==> src/logic/btc_pkg.sv <==
/*
  Shared constants and types for the bit-test / call / clear execution block.
  Assumes a 12-bit instruction word, an 11-bit program counter and 8-bit data.
*/
`default_nettype none
package btc_pkg;

  localparam int INSTR_W  = 12;
  localparam int PC_W     = 11;
  localparam int DATA_W   = 8;
  localparam int FADDR_W  = 5;
  localparam int BSEL_W   = 3;
  localparam int LIT_W    = 8;
  localparam int PAGE_W   = 2;
  localparam int WDT_W    = 8;
  localparam int CNT_W    = 8;

  // opcode fields
  localparam logic [INSTR_W-1:0] OPC_CLEAR_ACC  = 12'h040;
  localparam logic [INSTR_W-1:0] OPC_WDOG_CLEAR = 12'h004;
  localparam logic [3:0]         OPC_BT_CLEAR   = 4'h6;
  localparam logic [3:0]         OPC_BT_SET     = 4'h7;
  localparam logic [3:0]         OPC_CALL       = 4'h9;
  localparam logic [6:0]         OPC_CLEAR_FILE = 7'h03;

  // program counter layout for the call target
  localparam int PC_LIT_HI  = 7;
  localparam int PC_BIT8    = 8;
  localparam int STAT_PG_HI = 6;
  localparam int STAT_PG_LO = 5;

  localparam logic [DATA_W-1:0] ZERO_BYTE  = 8'h00;
  localparam logic [WDT_W-1:0]  WDT_CLEAR  = 8'h00;
  localparam logic [PC_W-1:0]   PC_STEP    = 11'h001;

  // Avalon-MM register map, byte addresses
  localparam int AV_ADDR_W = 4;
  localparam int AV_DATA_W = 32;
  localparam logic [AV_ADDR_W-1:0] OFS_CTRL  = 4'h0;
  localparam logic [AV_ADDR_W-1:0] OFS_STATE = 4'h4;
  localparam logic [AV_ADDR_W-1:0] OFS_SKIPS = 4'h8;

  // control register fields
  localparam int CTRL_PSA_WDOG = 0;
  localparam int CTRL_EXEC_EN  = 1;
  localparam int CTRL_W        = 2;
  localparam logic [CTRL_W-1:0] CTRL_RESET = 2'h3;

  // state register fields
  localparam int ST_FLUSH   = 0;
  localparam int ST_LASTSKP = 1;
  localparam int ST_ZERO    = 2;
  localparam int ST_TO_N    = 3;
  localparam int ST_PD_N    = 4;
  localparam int ST_W       = 5;

  typedef enum logic [2:0] {
    K_OTHER, K_BT_CLEAR, K_BT_SET, K_CLEAR_ACC, K_CLEAR_FILE, K_CALL, K_WDOG_CLEAR
  } btc_kind_t;

  typedef struct packed {
    btc_kind_t            kind;
    logic [FADDR_W-1:0]   faddr;
    logic [BSEL_W-1:0]    bsel;
    logic [LIT_W-1:0]     lit;
  } btc_op_t;

  typedef struct packed {
    logic                 valid;
    logic [INSTR_W-1:0]   word;
    logic [PC_W-1:0]      pc;
    logic [DATA_W-1:0]    fdata;
    logic [DATA_W-1:0]    status;
  } btc_instr_t;

endpackage : btc_pkg
`default_nettype wire

==> src/logic/btc_decode.sv <==
/*
  Instruction decoder: classifies a word into one of the handled operations.
  Assumes the word is stable in the cycle it is presented; purely combinational.
*/
`timescale 1ns/1ns
`default_nettype none
module btc_decode (
  input  wire logic [btc_pkg::INSTR_W-1:0] word,
  output var  btc_pkg::btc_op_t            op
);

  function automatic btc_pkg::btc_kind_t kind_of(input logic [btc_pkg::INSTR_W-1:0] w);
    if (w == btc_pkg::OPC_CLEAR_ACC)        kind_of = btc_pkg::K_CLEAR_ACC;
    else if (w == btc_pkg::OPC_WDOG_CLEAR)  kind_of = btc_pkg::K_WDOG_CLEAR;
    else if (w[11:8] == btc_pkg::OPC_BT_CLEAR) kind_of = btc_pkg::K_BT_CLEAR;
    else if (w[11:8] == btc_pkg::OPC_BT_SET)   kind_of = btc_pkg::K_BT_SET;
    else if (w[11:8] == btc_pkg::OPC_CALL)     kind_of = btc_pkg::K_CALL;
    else if (w[11:5] == btc_pkg::OPC_CLEAR_FILE) kind_of = btc_pkg::K_CLEAR_FILE;
    else                                    kind_of = btc_pkg::K_OTHER;
  endfunction : kind_of

  always_comb begin
    op.kind  = kind_of(word);
    op.faddr = word[btc_pkg::FADDR_W-1:0];
    op.bsel  = word[7:5];
    op.lit   = word[btc_pkg::LIT_W-1:0];
  end

endmodule : btc_decode
`default_nettype wire

==> src/logic/btc_flow.sv <==
/*
  Instruction flow tracker: after a taken skip or a call, the next presented
  instruction (already prefetched) is discarded and a no-op runs instead.
  Assumes one instruction may be presented per enabled cycle.
*/
`timescale 1ns/1ns
`default_nettype none
module btc_flow (
  input  wire logic clock,
  input  wire logic rst_n,
  input  wire logic ce,
  input  wire logic take,
  input  wire logic two_cycle,
  output logic      discard
);

  typedef enum logic [1:0] {
    FL_RUN   = 2'b00,
    FL_FLUSH = 2'b01
  } btc_flow_t;

  btc_flow_t state_r;
  btc_flow_t state_nxt;

  always_comb begin
    state_nxt = state_r;
    unique case (state_r)
      FL_RUN: begin
        if (take && two_cycle) state_nxt = FL_FLUSH;
      end
      FL_FLUSH: begin
        if (take) state_nxt = FL_RUN;
      end
      default: state_nxt = FL_RUN;
    endcase
  end

  always_ff @(posedge clock) begin
    if (!rst_n) begin
      state_r <= FL_RUN;
    end else if (ce) begin
      state_r <= state_nxt;
    end
  end

  assign discard = (state_r == FL_FLUSH);

endmodule : btc_flow
`default_nettype wire

==> src/logic/btc_exec.sv <==
/*
  Execution unit for bit test and skip, clear accumulator, clear file
  register, subroutine call and watchdog clear, with an Avalon-MM slave for
  control and observation. Assumes fetch presents each instruction together
  with its program counter, the addressed file register's value and the
  status register, all on this clock; results leave as registered strobes.
*/
`timescale 1ns/1ns
`default_nettype none
module btc_exec (
  input  wire logic                         clock,
  input  wire logic                         rst_n,
  input  wire logic                         ce,
  // instruction side
  input  wire btc_pkg::btc_instr_t          instr,
  output logic                              discard,
  // file register write
  output logic                              file_we,
  output logic [btc_pkg::FADDR_W-1:0]       file_waddr,
  output logic [btc_pkg::DATA_W-1:0]        file_wdata,
  // accumulator write
  output logic                              acc_we,
  output logic [btc_pkg::DATA_W-1:0]        acc_wdata,
  // status updates
  output logic                              zero_we,
  output logic                              zero_val,
  output logic                              timeout_status_n_we,
  output logic                              power_down_status_n_we,
  output logic                              status_n_val,
  // program flow
  output logic                              pc_load,
  output logic [btc_pkg::PC_W-1:0]          pc_target,
  output logic                              stack_push,
  output logic [btc_pkg::PC_W-1:0]          stack_data,
  output logic                              nop_exec,
  // watchdog and prescaler
  output logic                              watchdog_counter_load,
  output logic [btc_pkg::WDT_W-1:0]         watchdog_counter_value,
  output logic                              prescaler_clear,
  // Avalon-MM slave
  input  wire logic [btc_pkg::AV_ADDR_W-1:0] avs_address,
  input  wire logic                         avs_read,
  input  wire logic                         avs_write,
  input  wire logic [btc_pkg::AV_DATA_W-1:0] avs_writedata,
  input  wire logic [3:0]                   avs_byteenable,
  output logic [btc_pkg::AV_DATA_W-1:0]     avs_readdata,
  output logic                              avs_waitrequest
);

  btc_pkg::btc_op_t             op;
  logic                         take;
  logic                         bit_val;
  logic                         skip;
  logic                         two_cycle;
  logic [btc_pkg::CTRL_W-1:0]   ctrl_r;
  logic                         exec_en;
  logic                         psa_wdog;
  logic                         last_skip_r;
  logic                         zero_shadow_r;
  logic                         to_n_shadow_r;
  logic                         pd_n_shadow_r;
  logic [btc_pkg::CNT_W-1:0]    skip_cnt_r;
  logic                         ack_r;
  logic                         hit_ctrl;
  logic                         hit_state;
  logic                         hit_skips;
  logic [btc_pkg::AV_DATA_W-1:0] rd_mux;

  assign exec_en  = ctrl_r[btc_pkg::CTRL_EXEC_EN];
  assign psa_wdog = ctrl_r[btc_pkg::CTRL_PSA_WDOG];

  btc_decode u_decode (
    .word (instr.word),
    .op   (op)
  );

  // a presented word counts only when ce and exec_en are high; discard is masked later per operation
  assign take    = ce && instr.valid && exec_en;
  assign bit_val = instr.fdata[op.bsel];

  always_comb begin
    skip = 1'b0;
    unique case (op.kind)
      btc_pkg::K_BT_CLEAR: skip = !bit_val;
      btc_pkg::K_BT_SET:   skip = bit_val;
      default:             skip = 1'b0;
    endcase
  end

  assign two_cycle = !discard && (skip || (op.kind == btc_pkg::K_CALL));

  btc_flow u_flow (
    .clock     (clock),
    .rst_n     (rst_n),
    .ce        (ce && exec_en),
    .take      (instr.valid),
    .two_cycle (two_cycle),
    .discard   (discard)
  );

  function automatic logic is_kind(input btc_pkg::btc_op_t o, input btc_pkg::btc_kind_t k,
                                   input logic go, input logic drop);
    is_kind = go && !drop && (o.kind == k);
  endfunction : is_kind

  // file register clear
  always_ff @(posedge clock) begin
    if (!rst_n) begin
      file_we    <= 1'b0;
      file_waddr <= '0;
      file_wdata <= btc_pkg::ZERO_BYTE;
    end else if (ce) begin
      file_we <= is_kind(op, btc_pkg::K_CLEAR_FILE, take, discard);
      if (is_kind(op, btc_pkg::K_CLEAR_FILE, take, discard)) begin
        file_waddr <= op.faddr;
        file_wdata <= btc_pkg::ZERO_BYTE;
      end
    end
  end

  // accumulator clear
  always_ff @(posedge clock) begin
    if (!rst_n) begin
      acc_we    <= 1'b0;
      acc_wdata <= btc_pkg::ZERO_BYTE;
    end else if (ce) begin
      acc_we    <= is_kind(op, btc_pkg::K_CLEAR_ACC, take, discard);
      acc_wdata <= btc_pkg::ZERO_BYTE;
    end
  end

  // zero flag: only the two clears touch it
  always_ff @(posedge clock) begin
    if (!rst_n) begin
      zero_we  <= 1'b0;
      zero_val <= 1'b0;
    end else if (ce) begin
      zero_we  <= is_kind(op, btc_pkg::K_CLEAR_ACC, take, discard)
                || is_kind(op, btc_pkg::K_CLEAR_FILE, take, discard);
      zero_val <= 1'b1;
    end
  end

  // watchdog clear group
  always_ff @(posedge clock) begin
    if (!rst_n) begin
      watchdog_counter_load  <= 1'b0;
      watchdog_counter_value <= btc_pkg::WDT_CLEAR;
      prescaler_clear        <= 1'b0;
      timeout_status_n_we    <= 1'b0;
      power_down_status_n_we <= 1'b0;
      status_n_val           <= 1'b0;
    end else if (ce) begin
      watchdog_counter_load  <= is_kind(op, btc_pkg::K_WDOG_CLEAR, take, discard);
      watchdog_counter_value <= btc_pkg::WDT_CLEAR;
      prescaler_clear        <= is_kind(op, btc_pkg::K_WDOG_CLEAR, take, discard)
                                && psa_wdog;
      timeout_status_n_we    <= is_kind(op, btc_pkg::K_WDOG_CLEAR, take, discard);
      power_down_status_n_we <= is_kind(op, btc_pkg::K_WDOG_CLEAR, take, discard);
      status_n_val           <= 1'b1;
    end
  end

  // subroutine call: push return address and load target
  always_ff @(posedge clock) begin
    if (!rst_n) begin
      pc_load    <= 1'b0;
      pc_target  <= '0;
      stack_push <= 1'b0;
      stack_data <= '0;
    end else if (ce) begin
      pc_load    <= is_kind(op, btc_pkg::K_CALL, take, discard);
      stack_push <= is_kind(op, btc_pkg::K_CALL, take, discard);
      if (is_kind(op, btc_pkg::K_CALL, take, discard)) begin
        stack_data <= instr.pc + btc_pkg::PC_STEP;
        pc_target  <= {instr.status[btc_pkg::STAT_PG_HI:btc_pkg::STAT_PG_LO],
                       1'b0, op.lit};
      end
    end
  end

  // no-op in place of the discarded prefetched word
  always_ff @(posedge clock) begin
    if (!rst_n) begin
      nop_exec <= 1'b0;
    end else if (ce) begin
      nop_exec <= take && discard;
    end
  end

  // observation shadows
  always_ff @(posedge clock) begin
    if (!rst_n) begin
      last_skip_r <= 1'b0;
      skip_cnt_r  <= '0;
    end else if (ce && take && !discard && (op.kind == btc_pkg::K_BT_CLEAR
                                          || op.kind == btc_pkg::K_BT_SET)) begin
      last_skip_r <= skip;
      if (skip) skip_cnt_r <= skip_cnt_r + 1'b1;
    end
  end

  always_ff @(posedge clock) begin
    if (!rst_n) begin
      zero_shadow_r <= 1'b0;
      to_n_shadow_r <= 1'b0;
      pd_n_shadow_r <= 1'b0;
    end else if (ce) begin
      if (zero_we) zero_shadow_r <= zero_val;
      if (timeout_status_n_we) to_n_shadow_r <= status_n_val;
      if (power_down_status_n_we) pd_n_shadow_r <= status_n_val;
    end
  end

  // Avalon slave: one wait cycle, then answer
  assign hit_ctrl  = (avs_address == btc_pkg::OFS_CTRL);
  assign hit_state = (avs_address == btc_pkg::OFS_STATE);
  assign hit_skips = (avs_address == btc_pkg::OFS_SKIPS);
  assign avs_waitrequest = (avs_read || avs_write) && !ack_r;

  always_comb begin
    rd_mux = '0;
    if (hit_ctrl) begin
      rd_mux[btc_pkg::CTRL_W-1:0] = ctrl_r;
    end else if (hit_state) begin
      rd_mux[btc_pkg::ST_FLUSH]   = discard;
      rd_mux[btc_pkg::ST_LASTSKP] = last_skip_r;
      rd_mux[btc_pkg::ST_ZERO]    = zero_shadow_r;
      rd_mux[btc_pkg::ST_TO_N]    = to_n_shadow_r;
      rd_mux[btc_pkg::ST_PD_N]    = pd_n_shadow_r;
    end else if (hit_skips) begin
      rd_mux[btc_pkg::CNT_W-1:0]  = skip_cnt_r;
    end
  end

  always_ff @(posedge clock) begin
    if (!rst_n) begin
      ack_r        <= 1'b0;
      avs_readdata <= '0;
    end else if (ce) begin
      ack_r <= (avs_read || avs_write) && !ack_r;
      if (avs_read && !ack_r) avs_readdata <= rd_mux;
    end
  end

  always_ff @(posedge clock) begin
    if (!rst_n) begin
      ctrl_r <= btc_pkg::CTRL_RESET;
    end else if (ce && avs_write && ack_r && hit_ctrl && avs_byteenable[0]) begin
      ctrl_r <= avs_writedata[btc_pkg::CTRL_W-1:0];
    end
  end

endmodule : btc_exec
`default_nettype wire

==> config.mk <==
export PLATFORM = sky130hd
export DESIGN_NAME = btc_exec
export DESIGN_NICKNAME = d
export VERILOG_FILES = /design/src/logic/btc_pkg.sv /design/src/logic/btc_decode.sv /design/src/logic/btc_flow.sv /design/src/logic/btc_exec.sv
export SDC_FILE = /design/constraint.sdc
export NUM_CORES = 1
export LEC_CHECK = 0
export BUFFER_PORTS_ARGS = -buffer_cell sky130_fd_sc_hd__buf_4
export CORE_ASPECT_RATIO = 1.5
export CORE_MARGIN = 4
export CORE_UTILIZATION = 37
export CTS_BUF_LIST = sky130_fd_sc_hd__clkbuf_8
export DETAILED_ROUTE_END_ITERATION = 8
export MAX_ROUTING_LAYER = met4
export PLACE_DENSITY_LB_ADDON = 0.25
export SYNTH_ARGS = -nofsm -noshare
export SYNTH_HDL_FRONTEND = slang
export SYNTH_SLANG_ARGS = --single-unit
==> constraint.sdc <==
create_clock -name clock -period 1.9 [get_ports clock]
set_input_delay 0.19 -clock clock [delete_from_list [all_inputs] [get_ports clock]]
set_output_delay 0.19 -clock clock [all_outputs]
set_load 0.005 [all_outputs]
* After elaboration in Yosys (flattened, before gate mapping)
Index checks and enable logic that the tools add are counted.
Storage, ports and cells: register bits after elaboration 58, input port bits 85, output and inout bits 97, logic and storage cells 93
Operators by class: add/sub/neg operators 2, magnitude comparators 1, equal/unequal tests 17, mux-type cells 17, reductions and logical operators 37
Operators by type and width (number):
- $logic_and A1 B1 Y1 | 21
- $mux W3 | 7
- $eq A12 B3 Y1 const B | 1
- $eq A12 B7 Y1 const B | 1
- $eq A4 B3 Y1 const B | 3
- $reduce_and A2 Y1 | 6
- $add A11 B1 Y11 const B | 1
- $eq A3 B3 Y1 const B | 3
- $add A8 B1 Y8 const B | 1
- $eq A4 B4 Y1 const B | 2
- $mux W8 | 1
- $eq A7 B2 Y1 const B | 1
- $eq A3 B2 Y1 const B | 2
- $mux W2 | 3
- $mux W6 | 1
- $mux W5 | 1
- $logic_not A4 Y1 | 1
- $logic_or A1 B1 Y1 | 4
- $lt A3 B4 Y1 const B | 1
- $pmux W2 S2 | 1
- $bmux W1 S3 | 1
- $eq A3 B1 Y1 const B | 1
- $logic_not A1 Y1 | 3
- $reduce_and A3 Y1 | 1
- other kinds (6) | 6

* Depth between registers and ports, before layout
Gate-level depths: netlist of the first run.
word-level depth 14, mapped depth 6, gate-level depth less buffers 5

* Cells and area by module
From an unflattened synthesis of the first run, not the netlist that was laid out.
Unflattened totals: cells, all modules 378, area, all modules 3125.5 um^2
Modules (own cells, without submodules):
- btc_exec | instances 1, cells an instance 342, area an instance 2847.7 um^2, seq. area each 1121.1 um^2
- btc_decode | instances 1, cells an instance 32, area an instance 232.7 um^2, seq. area each 0.0 um^2
- btc_flow | instances 1, cells an instance 4, area an instance 45.0 um^2, seq. area each 20.0 um^2

* Worst setup path after synthesis of the first run
No wires, ideal clock.
kind input-to-reg, start point input port instr[33] in the netlist's numbering, end point register skip_cnt_r[7] in the netlist's numbering, library setup time 0.071 ns, arrival 1.646 ns, data required time 1.829 ns, setup slack 0.183 ns, cell stages on the path 5, cell sequence mux4_1 -> mux2i_1 -> xnor2_1 -> or4_1 -> a21oi_1
Between the ends: longest elaborated chain between the ends 11, elaborated cells on any way between the ends 18, those cells by class eq/ne: 5; mux: 9; reduce/logical: 4
RTL lines:
- start, declared | line btc_exec.sv:15 | input wire btc_pkg::btc_instr_t instr,
- parallel branches: the longest is 10 deep, another holds $eq A7 B2 Y1
- $reduce_and A2 Y1 (no source line) *
- end signal, assigned | line btc_exec.sv:199 | if (skip) skip_cnt_r <= skip_cnt_r + 1'b1;
- end, declared | line btc_exec.sv:62 | logic [btc_pkg::CNT_W-1:0] skip_cnt_r;
Every way passes the cells marked *. The select of a mux whose other input is x is not followed. A chain may end at the register's enable or synchronous reset.

* Worst setup path in the final report of the first run
start point input port instr[33] in the netlist's numbering, end point register skip_cnt_r[5] in the netlist's numbering
Same word-level chain as after synthesis.

==> results of run 1 <==
placed cells by master, fill, tap and decap left out, types with 7 or more instances in the layout:
cell type / n
nand3_1: 10
clkbuf_8: 13
mux2i_1: 11
o21ai_0: 14
nand4_1: 7
nor2_1: 29
dfxtp_1: 57
buf_4: 103
a21oi_1: 34
nand2_1: 43
conb_1: 49
registers in the layout (all words and copies together), names as in the netlist:
signal                 count
stack_data                11
ctrl_r                     2
pc_target                 10
avs_readdata               8
skip_cnt_r                 8
watchdog_counter_load      1
last_skip_r                1
status_n_val               1
pd_n_shadow_r              1
zero_we                    1
zero_shadow_r              1
ack_r                      1
prescaler_clear            1
nop_exec                   1
file_we                    1
u_flow.state_r             1
acc_we                     1
stack_push                 1
file_waddr                 5
final timing paths:
| path | startpoint | end | slack [ns] | cells past startpoint |
|---|---|---|---|---|
| min reg2reg | last_skip_r$_SDFFE_PN0P_ | last_skip_r$_SDFFE_PN0P_ | 0.45 | 2 |
| max reg2reg | u_flow.state_r[0]$_SDFFE_PN0P_ | file_waddr[3]$_SDFFE_PN0P_ | 0.29 | 7 |
| max | instr[33] | skip_cnt_r[5]$_SDFFE_PN0P_ | 0.27 | 7 |
| min | instr[16] | stack_data[0]$_SDFFE_PN0P_ | 0.07 | 2 |
worst max-delay path, stage by stage:
cell and delay [ns]:
buf_4 0.10, mux4_1 0.53, mux2i_1 0.18, xnor2_1 0.09, buf_4 0.17, or4_1 0.50
a21oi_1 0.14
cell families (layout without fill, tap and decap cells):
group                    after synthesis  in the layout  synth area share
buffers and inverters                 69            125            0.1580
multiplexers                          13             13           0.05596
AND/OR/NAND/NOR                      128            128            0.2174
other                                  1             49          0.001290
AO/OA/AOI/OAI                         70             70            0.1390
flip-flops                            57             57            0.3926
XOR/XNOR                               9              9           0.02712
adder cells (fa/ha/maj)                2              2          0.008608
metal layers:
layer	track usage	vias up	wire length (µm)
met1	0.1675	1217	2738
met4	0.08230	0	167
met5	-	-	0
li1	-	1317	-
met3	0.03781	12	545
met2	0.2716	108	3676
cell type report:
type | instances | area, µm² | share of cell area
multi-input cells | 271 | 1489 | 0.3940
inverters | 4 | 15.01 | 0.003974
repair buffers | 105 | 813.3 | 0.2152
flip-flops and latches | 57 | 1141 | 0.3020
well taps | 102 | 127.6 | 0.03377
clock inverters | 3 | 13.76 | 0.003642
clock buffers | 13 | 178.9 | 0.04735
stage by stage:
step	hold WS [ns]	TNS (ns)	total power, µW	util	area [µm²]
final	0.06838	0	2587	0.4932	3779
after global routing	0.06735	0	2706	0.4932	3779
after CTS	0.05243	0	2616	0.4932	3779
after detailed placement	0.4171	-0.3289	1537	0.4681	3586
after global placement	0.4166	-0.3286	1535	0.4681	3586
after floorplan	0.2856	0	1444	-	3087
power breakdown:
part           internal (µW)  leakage (µW)  switching, µW
Sequential              1210      0.000460           8.63
Combinational            144       0.00109            151
Clock                    606      0.000107            469
Total                   1960       0.00166            629
==> flow_summary.json, run 1 <==
{
  "yosys.cell_count.top_type": "dfxtp_1",
  "grt_setup_unrepaired": "no",
  "cts_root_buf": "clkbuf_8",
  "synth_area_per_cell_um2": 8.328,
  "clockBufferDepth": 2,
  "synthesis.area_mm2": 0.002907,
  "grt_pass1_wl_um": 11140,
  "synth_top_cell_by_area": "dfxtp_1",
  "cts_sinks": 57,
  "worst_setup_path_end_kind": "flip-flop",
  "seq_area_frac_synth": 0.3926,
  "layout.nets": 535,
  "synth_cells": 349,
  "io_pins": 182,
  "core-area_mm2": 0.007661,
  "place_congestion": 0.7971,
  "cts_resized": 0,
  "dp_slack_ns": -0.08901,
  "post_cts_buffers": 0,
  "wl_um": 7127,
  "synthTopCellsByCount": "dfxtp_1 (57), buf_4 (53), nand2_1 (43)",
  "p_leak_uw": 0.001656,
  "synth_top_area_share": 0.3926,
  "die-area_mm2": 0.009367,
  "ir_drop_mv": 0.4877,
  "grt_util_all_layers": 0.1584,
  "place_inst": 539,
  "synth_cell_type_count": 41,
  "drt-initial-drc-count": 126,
  "wl_per_cell_um": 12.84,
  "cts_hold_buf": 0,
  "vias": 2654,
  "n_antenna_cell": 0,
  "drive_gt1_frac": 0.2759,
  "stdcell_count": 555,
  "min_period_ns": 1.631,
  "fp.dieH_um": 116.6,
  "cp.arrival_ns": 1.90,
  "die_width_um": 80.37,
  "vias_per_cell": 4.782,
  "dp_hpwl_um": 5469,
  "hold_viol": 0,
  "hold_class": "in -> reg",
  "io_buffer_count": 93,
  "clk_pin_slew_worst_paths_ns": 0.06,
  "ys_warn_count": 0,
  "grt-ovfl-total": 0,
  "worstPathRequired_ns": 2.17,
  "clock_latency_ns": 0.34,
  "rows": 39,
  "grt_max_degree": 32,
  "status": "finished clean",
  "clock.fmax_mhz": 613.2,
  "antenna_left": 0,
  "drc": 0,
  "synth.top_cells.by_area": "dfxtp_1 (39%), buf_4 (14%), a21oi_1 (5.9%)",
  "maxSlewViolCount": 0,
  "path_class": "in -> reg",
  "drv_cap": 0,
  "power_density_mw_per_mm2": 684.6,
  "initial_core_util": 0.3794,
  "synthArstFlopShare": 0,
  "h-tree-depth": 3,
  "syn2layout_area_growth_pct": 30.00,
  "synth_flop_cell": "dfxtp_1",
  "crit_fanout": 12,
  "critPathLaunchType": "input port",
  "cts_tree": "done",
  "cts_buffers": 9,
  "timing.final.ws_setup_ns": 0.2692,
  "ys_ff_latch": 57,
  "finalCritPeriodShare": 0.8583,
  "setup_viol": 0,
  "first_pass_iters": 4,
  "skew_ns": 0.004669,
  "n_fill_cell": 779,
  "synth_edf_count": 0,
  "grt_pass1_vias": 2412,
  "antenna_found_initial": 0
}
Note: power is estimated with default switching activity, not from simulation.
==> inputs of run 2 (changes only) <==
--- a/config.mk
+++ b/config.mk
@@ -9,7 +9,7 @@
 export CORE_ASPECT_RATIO = 1.5
 export CORE_MARGIN = 4
 export CORE_UTILIZATION = 37
-export CTS_BUF_LIST = sky130_fd_sc_hd__clkbuf_8
+export CTS_BUF_LIST = sky130_fd_sc_hd__clkbuf_4
 export DETAILED_ROUTE_END_ITERATION = 8
 export MAX_ROUTING_LAYER = met4
 export PLACE_DENSITY_LB_ADDON = 0.25
==> flow_summary.json, run 2 (synthesis results as in run 1) <==
{
  "status": "finished clean",
  "dp_slack_ns": -0.08901,
  "crit_fanout": 7,
  "timing.final.ws_setup_ns": 0.2707,
  "cts_tree": "done",
  "initial_core_util": 0.3794,
  "hold_class": "in -> reg",
  "first_pass_iters": 6,
  "place_congestion": 0.7971,
  "min_period_ns": 1.629,
  "hold_viol": 0,
  "largest_register_ffs": 11,
  "power_density_mw_per_mm2": 591.1,
  "drive_gt1_frac": 0.2664,
  "drc": 0,
  "layout.nets": 540,
  "vias_per_cell": 4.783,
  "hold_slack_ns": 0.04196,
  "clockBufferDepth": 2,
  "cts_sinks": 57,
  "path_class": "reg -> reg",
  "worstPathRequired_ns": 2.18,
  "io_pins": 182,
  "regToRegEndpoint": "file_waddr[3]$_SDFFE_PN0P_",
  "clock_latency_ns": 0.40,
  "post_cts_buffers": 0,
  "io_buffer_count": 93,
  "largestRegisters": "stack_data: 11 flops, pc_target: 10 flops",
  "wl_um": 7105,
  "p_leak_uw": 0.001631,
  "maxSlewViolCount": 0,
  "dr.max_layer_used": "met4",
  "n_fill_cell": 784,
  "min_from": "instr[27]",
  "dr_wl_met3_um": 530,
  "antenna_found_initial": 1,
  "vias": 2683,
  "grt_pass1_wl_um": 11240,
  "skew_ns": 0.01125,
  "clk_pin_slew_worst_paths_ns": 0.10,
  "finalCritPeriodShare": 0.8575,
  "die_width_um": 80.37,
  "switching_share": 0.2676,
  "ff2ff_path_depth": 7,
  "drt-initial-drc-count": 127,
  "wl_per_cell_um": 12.66,
  "core-area_mm2": 0.007661,
  "worst_setup_path_end_kind": "flip-flop",
  "dp_hpwl_um": 5469,
  "seqPwrFrac": 0.550,
  "grt-ovfl-total": 0,
  "h-tree-depth": 3,
  "min_path_cells": 3,
  "seq_area_mm2": 0.001141,
  "antenna_left": 0,
  "totalPowerFinal_uw": 2210,
  "layout_commonest_cell": "buf_4",
  "met1_length_um": 2712,
  "cts_resized": 0,
  "grt_util_all_layers": 0.1600,
  "reg2reg_slack_ns": 0.27,
  "cts_hold_buf": 5,
  "ir_drop_mv": 0.2772,
  "clock.fmax_mhz": 613.7,
  "grt_max_degree": 32,
  "p_sw_uw": 591.5,
  "rows": 39,
  "multiInputGateArea_mm2": 0.001489,
  "cp.arrival_ns": 1.90,
  "grt_pass1_vias": 2437,
  "r2r-start": "u_flow.state_r[0]$_SDFFE_PN0P_",
  "wl_met2_um": 3639,
  "largest-register": "stack_data",
  "die-area_mm2": 0.009367,
  "p_int_uw": 1619,
  "setup_viol": 0,
  "syn2layout_area_growth_pct": 28.63,
  "grt_setup_unrepaired": "no",
  "min_to": "file_waddr[0]$_SDFFE_PN0P_",
  "cts_root_buf": "clkbuf_4",
  "drv_cap": 0,
  "critPathLaunchType": "flip-flop",
  "fp.dieH_um": 116.6,
  "p_clk_frac": 0.313,
  "power_frac_comb": 0.137,
  "mostFrequentLayoutCells": "buf_4 (103), dfxtp_1 (57), conb_1 (49), nand2_1 (43), a21oi_1 (34)",
  "cts_buffers": 9
}
-- run 2: changes by cell type in the layout (fill, tap and decap cells not counted) --
cell / before / now
clkbuf_4: 0 / 10
clkbuf_8: 13 / 0
clkinv_1: 0 / 4
diode_2: 0 / 1
dlygate4sd3_1: 0 / 5
inv_1: 4 / 3
-- run 2: per-stage QoR --
step / TNS (ns) / cell area (µm²) / instances / utilization
detailed placement: -0.3289 / 3586 / 539 / 0.4681
global placement: -0.3286 / 3586 / 539 / 0.4681
finish: 0 / 3739 / 561 / 0.4880
floorplan: 0 / 3087 / 397 / -
global route: 0 / 3739 / 561 / 0.4880
CTS: 0 / 3736 / 560 / 0.4877
-- run 2: cell type report --
type / instances / area share
timing repair buffer: 110 / 0.2309
inverter: 4 / 0.004016
tap: 102 / 0.03414
sequential: 57 / 0.3052
clock buffer: 10 / 0.02008
multi-input combinational: 271 / 0.3983
antenna: 1 / 0.0006693
clock inverter: 6 / 0.006693
-- run 2: worst max-delay path by stage --
stage | slack [ns] | from | cells after the start | endpoint
after CTS | 0.28 | u_flow.state_r[0]$_SDFFE_PN0P_ | 7 | file_waddr[3]$_SDFFE_PN0P_
final | 0.27 | u_flow.state_r[0]$_SDFFE_PN0P_ | 7 | file_waddr[3]$_SDFFE_PN0P_
after global routing | 0.10 | u_flow.state_r[0]$_SDFFE_PN0P_ | 7 | file_waddr[0]$_SDFFE_PN0P_
after floorplan | 0.18 | instr[33] | 5 | skip_cnt_r[7]$_SDFFE_PN0P_
after global placement | -0.09 | instr[33] | 7 | skip_cnt_r[5]$_SDFFE_PN0P_
after detailed placement | -0.09 | instr[33] | 7 | skip_cnt_r[4]$_SDFFE_PN0P_
-- run 2: critical path, stage by stage (launching register included) --
cell and delay (ns):
dfxtp_1 0.32, nand4b_1 0.24, buf_4 0.20, nor3_1 0.25, nand3_1 0.11, buf_4 0.18, mux2i_1 0.14, nor2_1 0.06
-- run 2: power groups by stage --
stage | clock network, µW | logic (µW) | registers (µW)
after detailed placement | 0 | 294 | 1240
after CTS | 723 | 303 | 1220
after floorplan | 0 | 202 | 1240
final | 692 | 303 | 1210
after global placement | 0 | 292 | 1240
after global routing | 782 | 339 | 1220
-- run 2: metal layers --
metal	track usage	vias to the layer above
met5	-	-
met4	0.09921	0
met3	0.02855	15
met2	0.2754	114
met1	0.1675	1223
li1	-	1331
==> inputs of run 3 (changes only) <==
--- a/config.mk
+++ b/config.mk
@@ -6,9 +6,11 @@
 export NUM_CORES = 1
 export LEC_CHECK = 0
 export BUFFER_PORTS_ARGS = -buffer_cell sky130_fd_sc_hd__buf_4
+export CELL_PAD_IN_SITES_DETAIL_PLACEMENT = 1
+export CELL_PAD_IN_SITES_GLOBAL_PLACEMENT = 1
 export CORE_ASPECT_RATIO = 1.5
 export CORE_MARGIN = 4
-export CORE_UTILIZATION = 37
+export CORE_UTILIZATION = 30
 export CTS_BUF_LIST = sky130_fd_sc_hd__clkbuf_4
 export DETAILED_ROUTE_END_ITERATION = 8
 export MAX_ROUTING_LAYER = met4
==> constraint.sdc (replaced) <==
create_clock -name clock -period 1.9 [get_ports clock]
set_input_delay 0.19 -clock clock [delete_from_list [all_inputs] [get_ports clock]]
set_output_delay 0.19 -clock clock [all_outputs]
set_load 0.1 [all_outputs]
==> flow_summary.json, run 3 (synthesis results as in run 1) <==
{
  "status": "finished clean",
  "initial_core_util": 0.3105,
  "grt_max_degree": 33,
  "antenna_left": 0,
  "min_to": "ctrl_r[1]$_SDFFE_PN1P_",
  "r2r-start": "u_flow.state_r[0]$_SDFFE_PN0P_",
  "grt_pass1_vias": 2765,
  "critPathLaunchType": "flip-flop",
  "core-area_mm2": 0.009361,
  "io_pins": 182,
  "p_leak_uw": 0.001643,
  "largestRegisters": "stack_data: 11 flops, pc_target: 10 flops",
  "h-tree-depth": 3,
  "cp.arrival_ns": 2.09,
  "post-route-util": 0.4027,
  "ir_drop_mv": 0.3171,
  "dp_hpwl_um": 6609,
  "drv_cap": 0,
  "path_class": "reg -> reg",
  "tns_ns": 0,
  "finalCritPeriodShare": 0.9122,
  "dp_slack_ns": -0.1458,
  "wl_um": 8424,
  "min_path_cells": 2,
  "drc": 0,
  "n_antenna_cell": 0,
  "stdcell_count": 572,
  "hold_class": "in -> reg",
  "clock_latency_ns": 0.41,
  "post_cts_buffers": 0,
  "min_from": "rst_n",
  "die-area_mm2": 0.01136,
  "reg2reg_slack_ns": 0.17,
  "place_congestion": 0.7888,
  "place_inst": 552,
  "grt-ovfl-total": 0,
  "clockBufferDepth": 2,
  "layout.nets": 544,
  "min_period_ns": 1.733,
  "hold_viol": 0,
  "io_buffer_count": 93,
  "cts_root_buf": "clkbuf_4",
  "syn2layout_area_growth_pct": 29.70,
  "maxSlewViolCount": 0,
  "cts_sinks": 57,
  "drive_gt1_frac": 0.2761,
  "mostFrequentLayoutCells": "buf_4 (107), dfxtp_1 (56), conb_1 (49), nand2_1 (43), a21oi_1 (34)",
  "ff2ff_path_depth": 4,
  "vias": 2691,
  "skew_ns": 0.01079,
  "crit_fanout": 6,
  "grt_util_all_layers": 0.1580,
  "wl_per_cell_um": 14.73,
  "cts_buffers": 9,
  "vias_per_cell": 4.705,
  "first_pass_iters": 4,
  "drt-initial-drc-count": 85,
  "fp.dieH_um": 128.6,
  "clk_pin_slew_worst_paths_ns": 0.10,
  "setup_viol": 0,
  "clock.fmax_mhz": 577.0,
  "rows": 43,
  "cts_tree": "done",
  "grt_setup_unrepaired": "no",
  "die_width_um": 88.37,
  "antenna_found_initial": 0,
  "totalPowerFinal_uw": 2766,
  "cts_resized": 0,
  "layout_commonest_cell": "buf_4",
  "timing.final.ws_setup_ns": 0.1669,
  "regToRegEndpoint": "skip_cnt_r[2]$_SDFFE_PN0P_",
  "largest_register_ffs": 11,
  "grt_pass1_wl_um": 13310,
  "worstPathRequired_ns": 2.25,
  "largest-register": "stack_data",
  "cts_hold_buf": 5,
  "worst_setup_path_end_kind": "flip-flop",
  "power_density_mw_per_mm2": 733.6
}
[run 3: critical path: stages (launching register included)]
cell	delay, ns
dfxtp_2	0.36
nand4b_1	0.29
or2_2	0.40
or4_1	0.48
a21oi_1	0.14
[run 3: area by class of cell]
cell class | count | area [µm²]
inverter | 4 | 15.01
clock inverter | 2 | 7.507
fill | 1169 | 5592
clock buffer | 12 | 90.09
sequential | 57 | 1142
timing repair buffer | 114 | 883.3
multi-input combinational | 271 | 1491
tap | 112 | 140.1
[run 3: worst max-delay path by stage]
stage / from / to / slack (ns) / cells past startpoint
after floorplan: u_flow.state_r[0]$_SDFFE_PN0P_ / skip_cnt_r[5]$_SDFFE_PN0P_ / 0.05 / 5
after global placement: instr[33] / skip_cnt_r[5]$_SDFFE_PN0P_ / -0.11 / 7
after detailed placement: instr[33] / skip_cnt_r[7]$_SDFFE_PN0P_ / -0.15 / 7
after CTS: u_flow.state_r[0]$_SDFFE_PN0P_ / skip_cnt_r[2]$_SDFFE_PN0P_ / 0.15 / 4
after global routing: u_flow.state_r[0]$_SDFFE_PN0P_ / skip_cnt_r[5]$_SDFFE_PN0P_ / 0.005 / 6
final: u_flow.state_r[0]$_SDFFE_PN0P_ / skip_cnt_r[2]$_SDFFE_PN0P_ / 0.17 / 4
[run 3: where the power goes]
part,switching [µW],internal [µW]
registers,10.0,1210
logic,657,162
clock network,438,292
total,1110,1660
[run 3: per-layer routing]
layer | routed length (µm) | vias up | GRT usage
li1 | - | 1332 | -
met1 | 3184 | 1257 | 0.1686
met2 | 4533 | 91 | 0.2759
met3 | 580 | 11 | 0.04100
met4 | 125 | 0 | 0.05872
met5 | 0 | - | -
[run 3: metrics by stage]
step | cell area (µm²) | hold slack (ns)
5_1_grt | 3770 | 0.01595
3_5_place_dp | 3612 | 0.4152
3_3_place_gp | 3612 | 0.4111
6_report | 3770 | 0.03181
2_1_floorplan | 3090 | 0.2857
4_1_cts | 3760 | 0.002942
